==> src/verilog/capture_stream_pkg.sv <==
package capture_stream_pkg;

   // ======================================================================
   // Clocking
   // ======================================================================
   localparam int REF_CLK_HZ     = 200_000_000;
   localparam int SCLK_FAST_HZ   = 8_000_000;
   localparam int SCLK_SLOW_HZ   = 4_000_000;
   localparam int PERIOD_FAST    = REF_CLK_HZ / SCLK_FAST_HZ;
   localparam int PERIOD_SLOW    = REF_CLK_HZ / SCLK_SLOW_HZ;
   localparam int CNT_W          = 6;
   localparam logic [CNT_W-1:0] FAST_LAST = CNT_W'(PERIOD_FAST - 1);
   localparam logic [CNT_W-1:0] SLOW_LAST = CNT_W'(PERIOD_SLOW - 1);
   localparam logic [CNT_W-1:0] FAST_LOW  = CNT_W'(PERIOD_FAST / 2);
   localparam logic [CNT_W-1:0] SLOW_LOW  = CNT_W'(PERIOD_SLOW / 2);

   // ======================================================================
   // Configuration register fields
   // ======================================================================
   localparam int          CFG_W          = 8;
   localparam logic [7:0]  CFG_RESET      = 8'h00;
   localparam int          CFG_CLK_SEL    = 0;
   localparam int          CFG_PKG_SIZE   = 1;
   localparam int          CFG_GAP_EN     = 2;
   localparam int          CFG_SET_LSB    = 3;
   localparam int          CFG_SET_MSB    = 4;
   localparam int          CFG_POLARITY   = 5;

   localparam logic [1:0]  SET_ALL        = 2'h0;
   localparam logic [1:0]  SET_SAMPLES    = 2'h1;
   localparam logic [1:0]  SET_POWERS     = 2'h2;
   localparam logic [1:0]  SET_RESERVED   = 2'h3;

   // ======================================================================
   // Word layout
   // ======================================================================
   localparam int          NUM_WORDS      = 16;
   localparam int          IDX_W          = 4;
   localparam int          SAMPLE_W       = 24;
   localparam int          WORD_W         = 32;
   localparam int          BIT_W          = 5;
   localparam logic [4:0]  BIT_MSB        = 5'h1f;
   localparam logic [3:0]  FIRST_SAMPLE   = 4'h0;
   localparam logic [3:0]  LAST_SAMPLE    = 4'h6;
   localparam logic [3:0]  FIRST_POWER    = 4'h7;
   localparam logic [3:0]  LAST_POWER     = 4'hf;
   localparam int          GAP_PERIODS    = 7;
   localparam logic [2:0]  GAP_LAST       = 3'(GAP_PERIODS - 1);

   typedef enum logic [1:0]
   {
      ST_IDLE  = 2'b00,
      ST_SHIFT = 2'b01,
      ST_GAP   = 2'b10,
      ST_TAIL  = 2'b11
   } link_state_t;

endpackage : capture_stream_pkg

==> src/verilog/stream_pipe_if.sv <==
`timescale 1ns/100ps
`default_nettype none
interface stream_pipe_if;
   logic                                  run;
   logic                                  slow_sel;
   logic                                  period_tick;
   logic                                  low_phase;
   logic [1:0]                            word_set;
   logic [capture_stream_pkg::IDX_W-1:0]  first_idx;
   logic [capture_stream_pkg::IDX_W-1:0]  last_idx;

   modport divider  (input run, slow_sel, output period_tick, low_phase);
   modport selector (input word_set, output first_idx, last_idx);
   modport core     (output run, slow_sel, word_set,
                     input period_tick, low_phase, first_idx, last_idx);
endinterface : stream_pipe_if
`default_nettype wire

==> src/verilog/capture_stream_master.sv <==
`timescale 1ns/100ps
`default_nettype none
module capture_stream_master
(
   input  wire logic        ref_clk,
   input  wire logic        sys_rst,
   input  wire logic        clk_en,
   input  wire logic [7:0]  capture_port_config,
   input  wire logic        capture_port_enable,
   input  wire logic        spi_mode_active,
   input  wire logic        sample_strobe,
   input  wire logic [23:0] phase_a_current_sample,
   input  wire logic [23:0] phase_a_voltage_sample,
   input  wire logic [23:0] phase_b_current_sample,
   input  wire logic [23:0] phase_b_voltage_sample,
   input  wire logic [23:0] phase_c_current_sample,
   input  wire logic [23:0] phase_c_voltage_sample,
   input  wire logic [23:0] neutral_current_sample,
   input  wire logic [23:0] phase_a_apparent_power,
   input  wire logic [23:0] phase_b_apparent_power,
   input  wire logic [23:0] phase_c_apparent_power,
   input  wire logic [23:0] phase_a_active_power,
   input  wire logic [23:0] phase_b_active_power,
   input  wire logic [23:0] phase_c_active_power,
   input  wire logic [23:0] phase_a_reactive_power,
   input  wire logic [23:0] phase_b_reactive_power,
   input  wire logic [23:0] phase_c_reactive_power,
   output logic             capture_serial_clock,
   output logic             capture_data_out,
   output logic             capture_select_out,
   output logic             transfer_busy
);
   // ======================================================================
   // Declarations
   // ======================================================================
   localparam int GAP_FAST_CYCLES = capture_stream_pkg::GAP_PERIODS
                                    * capture_stream_pkg::PERIOD_FAST;

   stream_pipe_if pipe ();

   capture_stream_pkg::link_state_t                 state, next_state;
   logic [capture_stream_pkg::SAMPLE_W-1:0]         sample_in [capture_stream_pkg::NUM_WORDS];
   logic [capture_stream_pkg::SAMPLE_W-1:0]         snap      [capture_stream_pkg::NUM_WORDS];
   logic [capture_stream_pkg::SAMPLE_W-1:0]         next_snap [capture_stream_pkg::NUM_WORDS];
   logic [capture_stream_pkg::IDX_W-1:0]            word_idx, next_word_idx;
   logic [capture_stream_pkg::BIT_W-1:0]            bit_idx, next_bit_idx;
   logic [2:0]                                      gap_cnt, next_gap_cnt;
   logic                                            shifting, next_shifting;
   logic                                            run, next_run;
   logic                                            slow_q, next_slow_q;
   logic                                            size8_q, next_size8_q;
   logic                                            gap_q, next_gap_q;
   logic                                            pol_q, next_pol_q;
   logic [1:0]                                      set_q, next_set_q;
   logic                                            next_sclk;
   logic                                            next_data;
   logic                                            next_select;
   logic                                            pol_use;
   logic                                            port_active;
   logic                                            start;
   logic                                            load;
   logic                                            pkg_end;
   logic [capture_stream_pkg::WORD_W-1:0]           cur_word;
   logic [8:0]                                      gap_cycles;
   logic [capture_stream_pkg::CNT_W-1:0]            low_run;

   // ======================================================================
   // Helpers
   // ======================================================================
   sclk_divider u_divider
   (
      .ref_clk (ref_clk),
      .sys_rst (sys_rst),
      .clk_en  (clk_en),
      .pipe    (pipe)
   );

   word_set_decoder u_decoder
   (
      .pipe (pipe)
   );

   assign pipe.run      = run;
   assign pipe.slow_sel = slow_q;
   // While idle the live field picks the first word of the next transfer
   assign pipe.word_set = (state == capture_stream_pkg::ST_IDLE)
                          ? capture_port_config[capture_stream_pkg::CFG_SET_MSB:
                                                capture_stream_pkg::CFG_SET_LSB]
                          : set_q;

   // Transmit order of the sample and power words
   assign sample_in[0]  = phase_a_current_sample;
   assign sample_in[1]  = phase_a_voltage_sample;
   assign sample_in[2]  = phase_b_current_sample;
   assign sample_in[3]  = phase_b_voltage_sample;
   assign sample_in[4]  = phase_c_current_sample;
   assign sample_in[5]  = phase_c_voltage_sample;
   assign sample_in[6]  = neutral_current_sample;
   assign sample_in[7]  = phase_a_apparent_power;
   assign sample_in[8]  = phase_b_apparent_power;
   assign sample_in[9]  = phase_c_apparent_power;
   assign sample_in[10] = phase_a_active_power;
   assign sample_in[11] = phase_b_active_power;
   assign sample_in[12] = phase_c_active_power;
   assign sample_in[13] = phase_a_reactive_power;
   assign sample_in[14] = phase_b_reactive_power;
   assign sample_in[15] = phase_c_reactive_power;

   assign port_active = capture_port_enable && !spi_mode_active;
   // A strobe during a running transfer is dropped
   assign start       = sample_strobe && port_active
                        && (state == capture_stream_pkg::ST_IDLE);
   assign load        = start;
   assign cur_word    = {{(capture_stream_pkg::WORD_W - capture_stream_pkg::SAMPLE_W)
                          {snap[word_idx][capture_stream_pkg::SAMPLE_W-1]}},
                         snap[word_idx]};
   assign pkg_end     = gap_q && (size8_q ? (bit_idx[2:0] == 3'h0)
                                          : (bit_idx == '0));
   assign pol_use     = (state == capture_stream_pkg::ST_IDLE)
                        ? capture_port_config[capture_stream_pkg::CFG_POLARITY] : pol_q;

   // ======================================================================
   // Snapshot of the words for one transfer
   // ======================================================================
   genvar gi;
   generate
      for (gi = 0; gi < capture_stream_pkg::NUM_WORDS; gi = gi + 1)
      begin : g_snap
         always_comb
         begin
            next_snap[gi] = load ? sample_in[gi] : snap[gi];
         end

         always_ff @(posedge ref_clk or posedge sys_rst)
         begin
            if (sys_rst)
               snap[gi] <= '0;
            else if (clk_en)
               snap[gi] <= next_snap[gi];
         end
      end
   endgenerate

   // ======================================================================
   // Transfer sequencer
   // ======================================================================
   always_comb
   begin
      next_state    = state;
      next_word_idx = word_idx;
      next_bit_idx  = bit_idx;
      next_gap_cnt  = gap_cnt;
      next_shifting = shifting;
      next_run      = run;
      next_slow_q   = slow_q;
      next_size8_q  = size8_q;
      next_gap_q    = gap_q;
      next_pol_q    = pol_q;
      next_set_q    = set_q;
      next_data     = capture_data_out;
      if (!port_active)
      begin
         next_state    = capture_stream_pkg::ST_IDLE;
         next_shifting = 1'b0;
         next_run      = 1'b0;
         next_data     = 1'b1;
      end
      else
      begin
         unique case (state)
            capture_stream_pkg::ST_IDLE:
            begin
               if (start)
               begin
                  // Bits 7:6 of the configuration are never looked at
                  next_slow_q   = capture_port_config[capture_stream_pkg::CFG_CLK_SEL];
                  next_size8_q  = capture_port_config[capture_stream_pkg::CFG_PKG_SIZE];
                  next_gap_q    = capture_port_config[capture_stream_pkg::CFG_GAP_EN];
                  next_pol_q    = capture_port_config[capture_stream_pkg::CFG_POLARITY];
                  next_set_q    = pipe.word_set;
                  next_word_idx = pipe.first_idx;
                  next_bit_idx  = capture_stream_pkg::BIT_MSB;
                  next_run      = 1'b1;
                  next_state    = capture_stream_pkg::ST_SHIFT;
               end
            end
            capture_stream_pkg::ST_SHIFT:
            begin
               if (pipe.period_tick)
               begin
                  next_shifting = 1'b1;
                  next_data     = cur_word[bit_idx];
                  next_bit_idx  = bit_idx - 1'b1;
                  if (bit_idx == '0 && word_idx == pipe.last_idx)
                     next_state = capture_stream_pkg::ST_TAIL;
                  else
                  begin
                     if (bit_idx == '0)
                        next_word_idx = word_idx + 1'b1;
                     if (pkg_end)
                     begin
                        next_gap_cnt = '0;
                        next_state   = capture_stream_pkg::ST_GAP;
                     end
                  end
               end
            end
            capture_stream_pkg::ST_GAP:
            begin
               if (pipe.period_tick)
               begin
                  next_shifting = 1'b0;
                  next_gap_cnt  = gap_cnt + 1'b1;
                  if (gap_cnt == capture_stream_pkg::GAP_LAST)
                     next_state = capture_stream_pkg::ST_SHIFT;
               end
            end
            capture_stream_pkg::ST_TAIL:
            begin
               if (pipe.period_tick)
               begin
                  next_shifting = 1'b0;
                  next_run      = 1'b0;
                  next_data     = 1'b1;
                  next_state    = capture_stream_pkg::ST_IDLE;
               end
            end
         endcase
      end
      next_sclk   = !(next_shifting && pipe.low_phase);
      next_select = next_shifting ? pol_use : !pol_use;
   end

   always_ff @(posedge ref_clk or posedge sys_rst)
   begin
      if (sys_rst)
      begin
         state                <= capture_stream_pkg::ST_IDLE;
         word_idx             <= '0;
         bit_idx              <= '0;
         gap_cnt              <= '0;
         shifting             <= 1'b0;
         run                  <= 1'b0;
         slow_q               <= 1'b0;
         size8_q              <= 1'b0;
         gap_q                <= 1'b0;
         pol_q                <= 1'b0;
         set_q                <= capture_stream_pkg::SET_ALL;
         capture_serial_clock <= 1'b1;
         capture_data_out     <= 1'b1;
         capture_select_out   <= 1'b1;
         transfer_busy        <= 1'b0;
      end
      else if (clk_en)
      begin
         state                <= next_state;
         word_idx             <= next_word_idx;
         bit_idx              <= next_bit_idx;
         gap_cnt              <= next_gap_cnt;
         shifting             <= next_shifting;
         run                  <= next_run;
         slow_q               <= next_slow_q;
         size8_q              <= next_size8_q;
         gap_q                <= next_gap_q;
         pol_q                <= next_pol_q;
         set_q                <= next_set_q;
         capture_serial_clock <= next_sclk;
         capture_data_out     <= next_data;
         capture_select_out   <= next_select;
         transfer_busy        <= (next_state != capture_stream_pkg::ST_IDLE);
      end
   end

   // ======================================================================
   // Checks
   // ======================================================================
   // Low run of the serial clock, and idle cycles since the last package bit
   always_ff @(posedge ref_clk or posedge sys_rst)
   begin
      if (sys_rst)
      begin
         gap_cycles <= '0;
         low_run    <= '0;
      end
      else if (clk_en)
      begin
         low_run <= capture_serial_clock ? '0 : low_run + 1'b1;
         if (shifting || state == capture_stream_pkg::ST_IDLE)
            gap_cycles <= '0;
         else if (gap_cycles != '1)
            gap_cycles <= gap_cycles + 1'b1;
      end
   end

   chk_disabled_idle: assert property (@(posedge ref_clk) disable iff (sys_rst)
      (!port_active && clk_en) |=> (state == capture_stream_pkg::ST_IDLE))
      else $error("transfer running while port disabled");
   chk_first_word: assert property (@(posedge ref_clk) disable iff (sys_rst)
      (start && clk_en) |=> (word_idx == $past(pipe.first_idx)))
      else $error("wrong first word for word set");
   chk_word_order: assert property (@(posedge ref_clk) disable iff (sys_rst)
      (state == capture_stream_pkg::ST_SHIFT && pipe.period_tick && bit_idx == '0
       && word_idx != pipe.last_idx && clk_en)
      |=> (word_idx == $past(word_idx) + 4'h1))
      else $error("words not sent in order");
   chk_sign_bits: assert property (@(posedge ref_clk) disable iff (sys_rst)
      (state == capture_stream_pkg::ST_SHIFT && pipe.period_tick && bit_idx >= 5'd24
       && clk_en) |=> (capture_data_out == $past(snap[word_idx][23])))
      else $error("upper bits not sign extension");
   chk_data_on_fall: assert property (@(posedge ref_clk) disable iff (sys_rst)
      ($changed(capture_data_out) && shifting) |-> $fell(capture_serial_clock))
      else $error("data changed away from falling edge");
   chk_fast_low: assert property (@(posedge ref_clk) disable iff (sys_rst)
      ($rose(capture_serial_clock) && !slow_q && clk_en) |-> (low_run == 6'h0c))
      else $error("fast serial clock low phase wrong");
   chk_gap_length: assert property (@(posedge ref_clk) disable iff (sys_rst)
      ($rose(shifting) && gap_cycles > 9'd1 && !slow_q)
      |-> (gap_cycles == 9'(GAP_FAST_CYCLES)))
      else $error("gap is not seven clock periods");
   chk_select_level: assert property (@(posedge ref_clk) disable iff (sys_rst)
      (state == capture_stream_pkg::ST_SHIFT && shifting) |-> (capture_select_out == pol_q))
      else $error("select not active during package");
   chk_idle_pins: assert property (@(posedge ref_clk) disable iff (sys_rst)
      (state == capture_stream_pkg::ST_IDLE && $past(state) == capture_stream_pkg::ST_IDLE)
      |-> (capture_serial_clock && capture_data_out))
      else $error("idle pins not high");
   chk_skip_busy: assert property (@(posedge ref_clk) disable iff (sys_rst)
      (sample_strobe && state != capture_stream_pkg::ST_IDLE && !pipe.period_tick && clk_en)
      |=> ($stable(word_idx) && $stable(bit_idx)))
      else $error("strobe disturbed running transfer");
endmodule : capture_stream_master
`default_nettype wire

==> src/verilog/sclk_divider.sv <==
`timescale 1ns/100ps
`default_nettype none
module sclk_divider
(
   input  wire logic       ref_clk,
   input  wire logic       sys_rst,
   input  wire logic       clk_en,
   stream_pipe_if.divider  pipe
);
   // ======================================================================
   // Period counter
   // ======================================================================
   logic [capture_stream_pkg::CNT_W-1:0] cnt;
   logic [capture_stream_pkg::CNT_W-1:0] next_cnt;
   logic [capture_stream_pkg::CNT_W-1:0] last_cnt;
   logic [capture_stream_pkg::CNT_W-1:0] low_cnt;

   always_comb
   begin
      last_cnt = pipe.slow_sel ? capture_stream_pkg::SLOW_LAST : capture_stream_pkg::FAST_LAST;
      low_cnt  = pipe.slow_sel ? capture_stream_pkg::SLOW_LOW : capture_stream_pkg::FAST_LOW;
      if (!pipe.run || cnt == last_cnt)
         next_cnt = '0;
      else
         next_cnt = cnt + 1'b1;
   end

   always_ff @(posedge ref_clk or posedge sys_rst)
   begin
      if (sys_rst)
         cnt <= '0;
      else if (clk_en)
         cnt <= next_cnt;
   end

   // Falling edge of the serial clock opens each period in which a bit is shifted
   assign pipe.period_tick = pipe.run && (cnt == '0);
   assign pipe.low_phase   = cnt < low_cnt;
endmodule : sclk_divider
`default_nettype wire

==> src/verilog/word_set_decoder.sv <==
`timescale 1ns/100ps
`default_nettype none
module word_set_decoder
(
   stream_pipe_if.selector pipe
);
   always_comb
   begin
      unique case (pipe.word_set)
         capture_stream_pkg::SET_SAMPLES:
         begin
            pipe.first_idx = capture_stream_pkg::FIRST_SAMPLE;
            pipe.last_idx  = capture_stream_pkg::LAST_SAMPLE;
         end
         capture_stream_pkg::SET_POWERS:
         begin
            pipe.first_idx = capture_stream_pkg::FIRST_POWER;
            pipe.last_idx  = capture_stream_pkg::LAST_POWER;
         end
         capture_stream_pkg::SET_ALL, capture_stream_pkg::SET_RESERVED:
         begin
            pipe.first_idx = capture_stream_pkg::FIRST_SAMPLE;
            pipe.last_idx  = capture_stream_pkg::LAST_POWER;
         end
      endcase
   end
endmodule : word_set_decoder
`default_nettype wire
==> config.mk <==
export PLATFORM = sky130hd
export DESIGN_NAME = capture_stream_master
export DESIGN_NICKNAME = d
export VERILOG_FILES = /design/src/verilog/capture_stream_pkg.sv /design/src/verilog/stream_pipe_if.sv /design/src/verilog/capture_stream_master.sv /design/src/verilog/sclk_divider.sv /design/src/verilog/word_set_decoder.sv
export SDC_FILE = /design/constraint.sdc
export NUM_CORES = 1
export LEC_CHECK = 0
export BUFFER_PORTS_ARGS = -buffer_cell sky130_fd_sc_hd__buf_2
export CAP_MARGIN = 20
export CORE_MARGIN = 2
export CORE_UTILIZATION = 40
export DETAILED_ROUTE_END_ITERATION = 8
export MAX_ROUTING_LAYER = met4
export PLACE_DENSITY = 0.64
export REMOVE_ABC_BUFFERS = 1
export SYNTH_ARGS = -nofsm -noshare
export SYNTH_HDL_FRONTEND = slang
export SYNTH_HIERARCHICAL = 1
export SYNTH_SLANG_ARGS = --single-unit
==> constraint.sdc <==
create_clock -name ref_clk -period 33.1 [get_ports ref_clk]
set_input_delay 6.62 -clock ref_clk [delete_from_list [all_inputs] [get_ports ref_clk]]
set_output_delay 6.62 -clock ref_clk [all_outputs]
set_load 0.05 [all_outputs]
==> flow_metrics.py, run 1 <==
metrics = {
    "status": {
        "status": "completed",
    },
    "floorplanning": {
        "fp.dieW_um": 224,
        "core.rowCount": 80,
        "ios": 402,
        "die_area_mm2": 0.0501,
        "die_h_um": 224,
        "start_util_pct": 40.5,
        "core_mm2": 0.0477,
    },
    "grt": {
        "grt_max_degree": 166,
        "top_usage_layer": "met2",
        "grt_pass1_vias": 13300,
        "met2_usage_pct": 33.2,
        "grt_use_total_pct": 21.0,
        "overflow": 0,
        "antenna_found_initial": 25,
        "met3_usage_pct": 5.36,
        "grt_pass1_wl_mm": 77.4,
        "met1_usage_pct": 26.4,
    },
    "final_layout": {
        "layout.cells.non_filler": 2336,
        "multi_input_area_mm2": 0.00840,
        "ff_latch_area_mm2": 0.0104,
        "final_common_cell": "dfrtp_1",
        "drive_gt1_share_pct": 59.0,
        "n_fill_cell": 4213,
        "most-common-layout-cells": "dfrtp_1 (408), mux2_2 (399), buf_2 (399), mux4_2 (97), clkbuf_16 (47)",
        "nNetsFinal": 2067,
        "final_core_util_pct": 49.0,
        "areaGrowthSynthToFinish_pct": 21.2,
    },
    "yosys": {
        "synth_ff_type": "dfrtp_1",
        "yosysSeqAreaShare_pct": 53.9,
        "synthCells": 1289,
        "synth_mux_area_share_pct": 35.0,
        "synth-edff-count": 0,
        "synth.top_cells.by_area": "dfrtp_1 (53%), mux2_2 (23%), mux4_2 (11%)",
        "ys_seq_elements": 416,
        "synth_warnings": 6,
        "synth_top_cell_area_share_pct": 53.5,
        "async_reset_ff_share_pct": 100,
        "avgSynthCellArea_um2": 15.0,
        "synthAdderAreaFrac_pct": 0.648,
        "yosys.area_share.xor_xnor_pct": 0.453,
        "synth_area_mm2": 0.0193,
        "synth_top_family_by_area": "multiplexers",
        "synth-simple-area-share_pct": 3.77,
        "synth.distinct_cells": 61,
        "synth_top_area_cell": "dfrtp_1",
        "synth_compound_area_share_pct": 3.48,
    },
    "critical_path": {
        "critical_path_class": "in2reg",
        "r2r_end": "capture_data_out",
        "critPathLaunchType": "input port",
        "cp-end-kind": "flop",
        "reg2reg_depth": 7,
        "worstPathArrival_ns": 9.77,
        "worst-path-max-fanout": 77,
        "worst-r2r-setup-slack_ns": 29.23,
        "cp-endpoint": "snap[307]",
        "crit_path_start": "clk_en",
        "r2r_start": "word_idx[0]",
        "cp_data_required_time_ns": 33.56,
    },
    "power": {
        "p_int_w": 0.00123,
        "pwr_density_cell_mw_per_mm2": 73.5,
        "power_frac_comb_pct": 27.3,
        "power_switching_w": 0.000491,
        "switching_share_pct": 28.5,
        "power.share.clock_pct": 30.4,
        "ir_drop_uv": 43.4,
        "p_seq_share_pct": 42.2,
        "power.leakage_nw": 10.6,
    },
    "sta": {
        "period_share_pct": 28.1,
        "setup_ws_ns": 23.79,
        "hold_violations": 0,
        "relSlewSlack_pct": 33.2,
        "rsz0062_at_grt": "no",
        "setup-tns-final_ns": 0,
        "maxSlewViolCount": 0,
        "max_freq_mhz": 107,
        "skew_ns": 0.0255,
        "tightest_slew_ns": 1.00,
        "fin_crit_ns": 9.31,
        "setup_viol": 0,
    },
    "place": {
        "pre_cts_ws_ns": 23.20,
        "hpwl_mm": 35.5,
        "placed_cells": 2226,
        "io_buffers": 399,
        "gp_congestion": 0.794,
    },
    "detailed_routing": {
        "vias": 12200,
        "drt_iter0_drc": 606,
        "antenna_left": 0,
        "avgRoutedWirePerCell_um": 21.6,
        "drt_wl_total_mm": 50.5,
        "vias_per_cell": 5.24,
        "drc": 0,
        "drtPass1Iterations": 5,
    },
    "cts": {
        "cts.sinks": 416,
        "cts_setup_buffers": 0,
        "cts_hold_buf": 0,
        "h-tree-depth": 2,
        "clock_latency_ns": 0.59,
        "path_clk_slew_ns": 0.06,
        "clock_path_buffers": 3,
        "ctsResizeCount": 0,
        "numCtsBuffers": 46,
        "cts_root_buf": "clkbuf_16",
        "tritoncts": "yes",
    },
    "flow_run": {
        "maxCapViolations": 0,
    },
    "hold_path": {
        "min_path_type": "reg2reg",
    },
}
worst max-delay path, stage by stage:
cell     delay (ns)
buf_2          0.23
and3b_1        0.32
nand3_4        0.45
buf_4          0.74
buf_4          0.85
mux2_2         0.42
flip-flops by register name, summed over array words and instances, names as in the netlist, 2 cells and up:
| register | flops |
|---|---|
| u_divider/cnt | 6 |
| state | 2 |
| bit_idx | 5 |
| gap_cnt | 3 |
| snap | 384 |
| word_idx | 4 |
| set_q | 2 |
layout make-up:
type,count,area share [%]
multi-input combinational,764,35.9
timing repair buffer,418,9.19
inverter,13,0.240
sequential,416,44.5
clock inverter,11,0.636
clock buffer,73,6.00
tap,615,3.29
antenna,26,0.278
per-layer routing:
metal | vias to the layer above | share of wire, %
li1 | 5581 | -
met1 | 6288 | 42
met2 | 306 | 49
met3 | 70 | 6.6
met4 | 0 | 2.4
met5 | - | 0
cells by family after synthesis:
| group | count (synthesis) |
|---|---|
| multiplexers | 504 |
| adder cells (fa/ha/maj) | 10 |
| AO/OA/AOI/OAI | 97 |
| AND/OR/NAND/NOR | 140 |
| buffers and inverters | 110 |
| XOR/XNOR | 10 |
| flip-flops | 416 |
| other | 2 |
through the flow:
step	total power (W)	instance area, µm²	hold WS, ns
final	0.00172	23400	0.491
after global routing	0.00182	23400	0.501
after CTS	0.00175	23400	0.491
after detailed placement	0.00122	21800	0.480
after global placement	0.00120	21800	0.481
after floorplan	0.00109	18800	0.474
worst min path at each step:
| stage | startpoint | endpoint | cells after the start |
|---|---|---|---|
| after floorplan | snap[121] | snap[121] | 1 |
| after global placement | snap[332] | snap[332] | 1 |
| after detailed placement | capture_select_out | capture_select_out | 2 |
| after CTS | capture_select_out | capture_select_out | 2 |
| after global routing | capture_select_out | capture_select_out | 2 |
| final | capture_select_out | capture_select_out | 2 |
cell usage after synthesis (7+ instances only):
cell type	count
a22oi_1	14
nand4_1	8
nor2_1	19
o21ai_0	15
buf_4	15
dfrtp_1	413
nand2b_1	9
a22o_1	7
ha_1	10
nor3_1	10
mux2_2	399
inv_1	13
xnor2_1	7
nor2b_1	8
clkbuf_1	42
mux4_2	97
a21oi_1	17
nand3_1	22
a31oi_1	7
nand2_1	37
mux2i_1	8
buf_2	33
power groups by stage:
| stage | combinational, W | clock [W] | sequential (W) |
|---|---|---|---|
| final | 0.000470 | 0.000524 | 0.000726 |
| after global routing | 0.000512 | 0.000558 | 0.000745 |
| after CTS | 0.000482 | 0.000537 | 0.000728 |
| after detailed placement | 0.000480 | 0 | 0.000737 |
| after global placement | 0.000471 | 0 | 0.000727 |
| after floorplan | 0.000354 | 0 | 0.000733 |
(Power assumes the default switching activity.)
==> inputs of run 2 (changes only) <==
- ABC_AREA: default -> 1
- clock period: 33.1 -> 8.75 ns (I/O delays scaled with it)
==> run 2 against run 1 <==
Against the previous run:
- combinational power increased to 4.0 times the previous value
- first-iteration DRC count increased to 2.7 times the previous value
- largest power group unchanged
- sequential share of layout area down 1.2 points
- die area up 5.8%
- synthesized cell count up 110%
- final cell count grew 59%
- core utilization is 1.2 points lower
- count of clock-buffer cells in the layout shrank 5
- highest routed layer unchanged
- routed wire length rose by 26%
- sequential power rose to 3.7 times the previous value
- critical path type unchanged
- setup slack worse by 19 ns
- non-clock buffer count is 4 lower
==> flow_metrics.py, run 2 <==
metrics = {
    "status": {
        "status": "completed",
    },
    "yosys": {
        "synthCells": 2722,
        "synth.top_cells.by_area": "dfrtp_1 (51%), nand2_1 (22%), nand3_1 (6.5%)",
        "synth-edff-count": 0,
        "yosysMostFrequentCell": "nand2_1",
        "ys_seq_elements": 416,
        "synth_warnings": 6,
        "async_reset_ff_share_pct": 100,
        "synth.distinct_cells": 42,
        "yosysSeqAreaShare_pct": 50.9,
        "avgSynthCellArea_um2": 7.52,
        "synth_ff_type": "dfrtp_1",
        "synth_top_area_cell": "dfrtp_1",
        "synth_top_cell_area_share_pct": 50.5,
        "synth_common_cells": "nand2_1 (1,176), dfrtp_1 (413), nand3_1 (264)",
        "synth_area_mm2": 0.0205,
    },
    "place": {
        "hpwl_mm": 39.7,
        "gp_congestion": 0.865,
        "placed_area_mm2": 0.0225,
        "placed_cells": 3635,
        "io_buffers": 399,
    },
    "hold_path": {
        "min_path_type": "reg2reg",
        "hp-start": "snap[114]",
    },
    "sta": {
        "tightest_slew_ns": 1.30,
        "rsz0062_at_grt": "no",
        "fin_crit_ns": 4.12,
        "setup-tns-final_ns": 0,
        "hold_violations": 0,
        "period_share_pct": 47.1,
        "relSlewSlack_pct": 13.5,
        "setup_viol": 0,
        "maxSlewViolCount": 0,
        "max_freq_mhz": 243,
        "skew_ns": 0.0123,
    },
    "detailed_routing": {
        "dr_wl_met2_mm": 29.7,
        "avgRoutedWirePerCell_um": 17.1,
        "top_layer": "met4",
        "antenna_left": 0,
        "drtPass1Iterations": 6,
        "vias_per_cell": 5.02,
        "drt_wl_total_mm": 63.7,
        "drc": 0,
        "vias": 18700,
        "drt_iter0_drc": 1632,
        "wl_met3_mm": 3.62,
        "drt-met1-wl_mm": 28.9,
    },
    "final_layout": {
        "fin_area_mm2": 0.0241,
        "layout.cells.non_filler": 3723,
        "largest-register": "snap",
        "final_common_cell": "nand2_1",
        "final_core_util_pct": 47.8,
        "most-common-layout-cells": "nand2_1 (1,176), dfrtp_1 (409), buf_2 (399), nand3_1 (264), inv_1 (225)",
        "nNetsFinal": 3420,
        "drive_gt1_share_pct": 17.3,
        "largest_reg_flops": 384,
        "areaGrowthSynthToFinish_pct": 17.7,
        "largestRegisters": "snap: 384 flops, u_divider/cnt: 6 flops, bit_idx: 5 flops",
    },
    "floorplanning": {
        "core.rowCount": 82,
        "ios": 402,
        "die_area_mm2": 0.0530,
        "fp.dieW_um": 230,
        "die_h_um": 230,
        "start_util_pct": 40.6,
        "core_mm2": 0.0504,
    },
    "cts": {
        "ctsResizeCount": 0,
        "clock_latency_ns": 0.58,
        "clock_path_buffers": 3,
        "tritoncts": "yes",
        "h-tree-depth": 2,
        "cts_hold_buf": 0,
        "numCtsBuffers": 47,
        "cts_setup_buffers": 0,
        "cts_root_buf": "clkbuf_16",
        "path_clk_slew_ns": 0.06,
        "cts.sinks": 416,
    },
    "critical_path": {
        "worstPathArrival_ns": 4.58,
        "critical_path_class": "in2reg",
        "cp-end-kind": "flop",
        "worst-path-max-fanout": 126,
        "crit_path_start": "clk_en",
        "cp_data_required_time_ns": 9.21,
        "critPathLaunchType": "input port",
        "r2r_start": "word_idx[0]",
    },
    "grt": {
        "overflow": 0,
        "antenna_found_initial": 3,
        "grt_max_degree": 284,
        "grt_use_total_pct": 24.9,
        "grt_pass1_vias": 19000,
        "grt_pass1_wl_mm": 102,
    },
    "flow_run": {
        "maxCapViolations": 0,
    },
    "power": {
        "ir_drop_uv": 144,
        "pwr_density_cell_mw_per_mm2": 271,
        "power.leakage_nw": 12.5,
    },
}
==> run 2: cell count changes after synthesis, moves of 23 or more <==
cell,delta
nor2_1,+51
mux2_2,-399
a21oi_1,+50
inv_1,+213
buf_2,+60
o21ai_0,+196
o211ai_1,+23
nand3_1,+242
mux4_2,-97
nand2_1,+1139
==> run 2: routing by layer <==
layer	vias up	global-route usage, %
li1	9098	-
met1	8878	33.7
met2	608	39.5
met3	100	2.96
met4	0	7.42
met5	-	-
==> run 2: worst paths after layout <==
| check | end | slack (ns) | depth (start not counted) |
|---|---|---|---|
| setup / recovery | snap[80] | 4.63 | 9 |
| setup reg to reg | capture_data_out | 4.86 | 15 |
| max in group asynchronous | snap[59] | 5.95 | 3 |
| hold reg to reg | snap[114] | 0.46 | 2 |
| min in group asynchronous | u_divider/cnt[5] | 1.15 | 2 |
| hold / removal | snap[114] | 0.46 | 2 |
==> run 2: cell families (layout without fill, tap and decap cells) <==
logic type / count (synthesis) / after routing / synth area share [%]
flops: 416 / 416 / 50.9
simple gates: 1549 / 1549 / 30.7
compound gates: 330 / 330 / 8.58
buf+inv: 409 / 734 / 8.92
other cells: 2 / 6 / 0.0367
fa+ha+maj: 10 / 10 / 0.611
xor+xnor: 6 / 6 / 0.257
==> run 2: cell type report <==
cell class	count	area, µm²
Clock buffer	68	1390
Antenna cell	3	7.51
Clock inverter	17	144
Timing Repair Buffer	414	2150
Sequential cell	416	10400
Fill cell	5049	26300
Tap cell	672	841
Multi-Input combinational cell	1898	8230
Inverter	235	902
==> run 2: power breakdown <==
group / leakage (nW) / switching [W] / internal, W / total (W)
Sequential: 5.15 / 0.000279 / 0.00238 / 0.00266
Clock: 0.760 / 0.000819 / 0.00116 / 0.00198
Combinational: 6.57 / 0.00127 / 0.000622 / 0.00190
Total: 12.5 / 0.00237 / 0.00416 / 0.00653
==> run 2: worst max-delay path, cell delays in order <==
cell and delay [ns]:
buf_2 0.33, inv_1 0.22, nor2_4 0.16, inv_1 0.09, nor2_4 0.62, inv_6 0.49, buf_4 0.59, nand2_1 0.18
nand2_1 0.06
==> run 2: through the flow <==
step / power, W / hold WS [ns] / worst slack (ns)
2_1_floorplan: 0.00390 / 0.433 / -4.40
3_3_place_gp: 0.00455 / 0.447 / 4.00
3_5_place_dp: 0.00461 / 0.450 / 3.95
4_1_cts: 0.00660 / 0.465 / 4.56
5_1_grt: 0.00698 / 0.491 / 4.26
6_report: 0.00653 / 0.465 / 4.63
==> inputs of run 3 (changes only) <==
- clock period: 8.75 -> 4 ns (I/O delays scaled with it)
==> run 3 against run 2 <==
Against the previous run:
- non-clock buffer count rose by 11
- final area grew 1.2%
- combinational power grew 130%
- setup slack worse by 3.6 ns
- total power is 120% higher
- flip-flop and latch count did not move
- routed wire length decreased by 1.5%
- final cell count grew 0.38%
==> flow_metrics.py, run 3 (same netlist as run 2, synthesis figures left out) <==
metrics = {
    "status": {
        "status": "completed",
    },
    "sta": {
        "tightest_slew_ns": 1.23,
        "rsz0062_at_grt": "no",
        "setup-tns-final_ns": 0,
        "skew_ns": 0.0112,
        "hold_violations": 0,
        "period_share_pct": 74.7,
        "fin_crit_ns": 2.99,
        "maxSlewViolCount": 0,
        "max_freq_mhz": 335,
        "whs_ns": 0.203,
        "setup_viol": 0,
        "relSlewSlack_pct": 18.0,
    },
    "final_layout": {
        "final_common_cell": "nand2_1",
        "largest_reg_flops": 384,
        "drive_gt1_share_pct": 17.6,
        "largestRegisters": "snap: 384 flops, u_divider/cnt: 6 flops, bit_idx: 5 flops",
        "n_fill_cell": 5002,
        "largest-register": "snap",
        "nNetsFinal": 3433,
        "areaGrowthSynthToFinish_pct": 19.0,
        "final_core_util_pct": 48.4,
        "most-common-layout-cells": "nand2_1 (1,176), dfrtp_1 (409), buf_2 (399), nand3_1 (264), inv_1 (225)",
        "fin_area_mm2": 0.0244,
    },
    "critical_path": {
        "worstPathCellList": "inv_4, buf_4, nand2_1, nand3_1, nand2_1, nand2_1, nand3_1, nand3_1, nand3_1, nand3_1, nand2_1, nand2_1, nand3_1, nor2_1, nor2_1",
        "reg2reg_depth": 15,
        "cp_slowest_cell": "dfrtp_4",
        "crit_path_start": "word_idx[0]",
        "worst-r2r-setup-slack_ns": 1.01,
        "crit_buf_inv": 2,
        "worstPathArrival_ns": 3.49,
        "crit_cells": 15,
        "max_stage_delay_ns": 0.65,
        "critPathLaunchType": "flop",
        "worst-path-max-fanout": 40,
        "critical_path_class": "reg2reg",
        "crit_path_frequent_cell": "nand3_1",
        "cp-end-kind": "flop",
        "r2r_end": "capture_data_out",
        "cp-endpoint": "capture_data_out",
        "cp_data_required_time_ns": 4.51,
        "cp_top_family": "simple AND/OR/NAND/NOR gates",
        "r2r_start": "word_idx[0]",
    },
    "floorplanning": {
        "die_area_mm2": 0.0530,
        "fp.dieW_um": 230,
        "core.rowCount": 82,
        "die_h_um": 230,
        "core_mm2": 0.0504,
        "ios": 402,
        "start_util_pct": 40.6,
    },
    "detailed_routing": {
        "avgRoutedWirePerCell_um": 16.8,
        "antenna_left": 0,
        "drt_wl_total_mm": 62.8,
        "drtPass1Iterations": 5,
        "drc": 0,
        "drt_iter0_drc": 1585,
        "vias": 18800,
        "vias_per_cell": 5.04,
    },
    "flow_run": {
        "maxCapViolations": 0,
    },
    "cts": {
        "clock_path_buffers": 3,
        "cts_setup_buffers": 0,
        "ctsResizeCount": 0,
        "clock_latency_ns": 0.58,
        "cts_hold_buf": 0,
        "h-tree-depth": 2,
        "numCtsBuffers": 49,
        "cts.sinks": 416,
        "tritoncts": "yes",
        "cts_root_buf": "clkbuf_16",
        "path_clk_slew_ns": 0.06,
    },
    "power": {
        "power.leakage_nw": 12.6,
        "finalPower_w": 0.0145,
        "ir_drop_uv": 405,
        "pwr_density_cell_mw_per_mm2": 596,
    },
    "grt": {
        "antenna_found_initial": 2,
        "grt_pass1_vias": 18900,
        "overflow": 0,
        "grt_use_total_pct": 24.4,
        "grt_max_degree": 265,
        "grt_pass1_wl_mm": 100,
    },
    "place": {
        "hpwl_mm": 39.7,
        "gp_congestion": 0.889,
        "io_buffers": 399,
        "placed_area_mm2": 0.0227,
    },
    "hold_path": {
        "min_path_type": "in2async",
    },
}
## run 3: power breakdown
| group | internal, W | total, W | switching, W |
|---|---|---|---|
| Sequential | 0.00521 | 0.00568 | 0.000463 |
| Clock | 0.00270 | 0.00449 | 0.00179 |
| Combinational | 0.00143 | 0.00435 | 0.00292 |
| Total | 0.00934 | 0.0145 | 0.00517 |
## run 3: how the worst min path moves through the flow
stage / cells past startpoint / to / slack [ns]
6_report: 2 / u_divider/cnt[5] / 0.20
5_1_grt: 2 / u_divider/cnt[5] / 0.19
3_3_place_gp: 2 / snap[112] / 0.45
2_1_floorplan: 2 / snap[236] / 0.43
4_1_cts: 2 / u_divider/cnt[3] / 0.18
3_5_place_dp: 2 / snap[236] / 0.45
## run 3: final cells by class
type	instances	area [µm²]	share of cell area (%)
diodes	3	7.51	0.0308
clock buffers	73	1460	5.99
clock inverters	15	156	0.642
inverters	235	902	3.70
multi-input cells	1898	8230	33.8
flip-flops and latches	416	10400	42.8
well taps	672	841	3.45
repair buffers	425	2340	9.62
## run 3: worst register-to-register path, cell delays in order, from the launching register on
cell     delay, ns
dfrtp_4       0.65
inv_4         0.46
buf_4         0.48
nand2_1       0.15
nand3_1       0.09
nand2_1       0.07
nand2_1       0.05
nand3_1       0.09
nand3_1       0.20
nand3_1       0.13
nand3_1       0.11
nand2_1       0.06
nand2_1       0.05
nand3_1       0.06
nor2_1        0.21
nor2_1        0.07
## run 3: layer usage
layer	vias to the layer above	part of all wire [%]	GRT usage, %
met3	123	6.0	3.06
met4	0	2.6	6.83
li1	9126	-	-
met5	-	0	-
met1	8974	45	32.8
met2	600	46	38.9
## run 3: through the flow
stage               worst slack, ns  instances
CTS                            1.03       3734
finish                         1.01       3737
global route                  0.831       3736
global placement               1.00       3646
floorplan                     -8.20       2549
detailed placement            0.951       3646
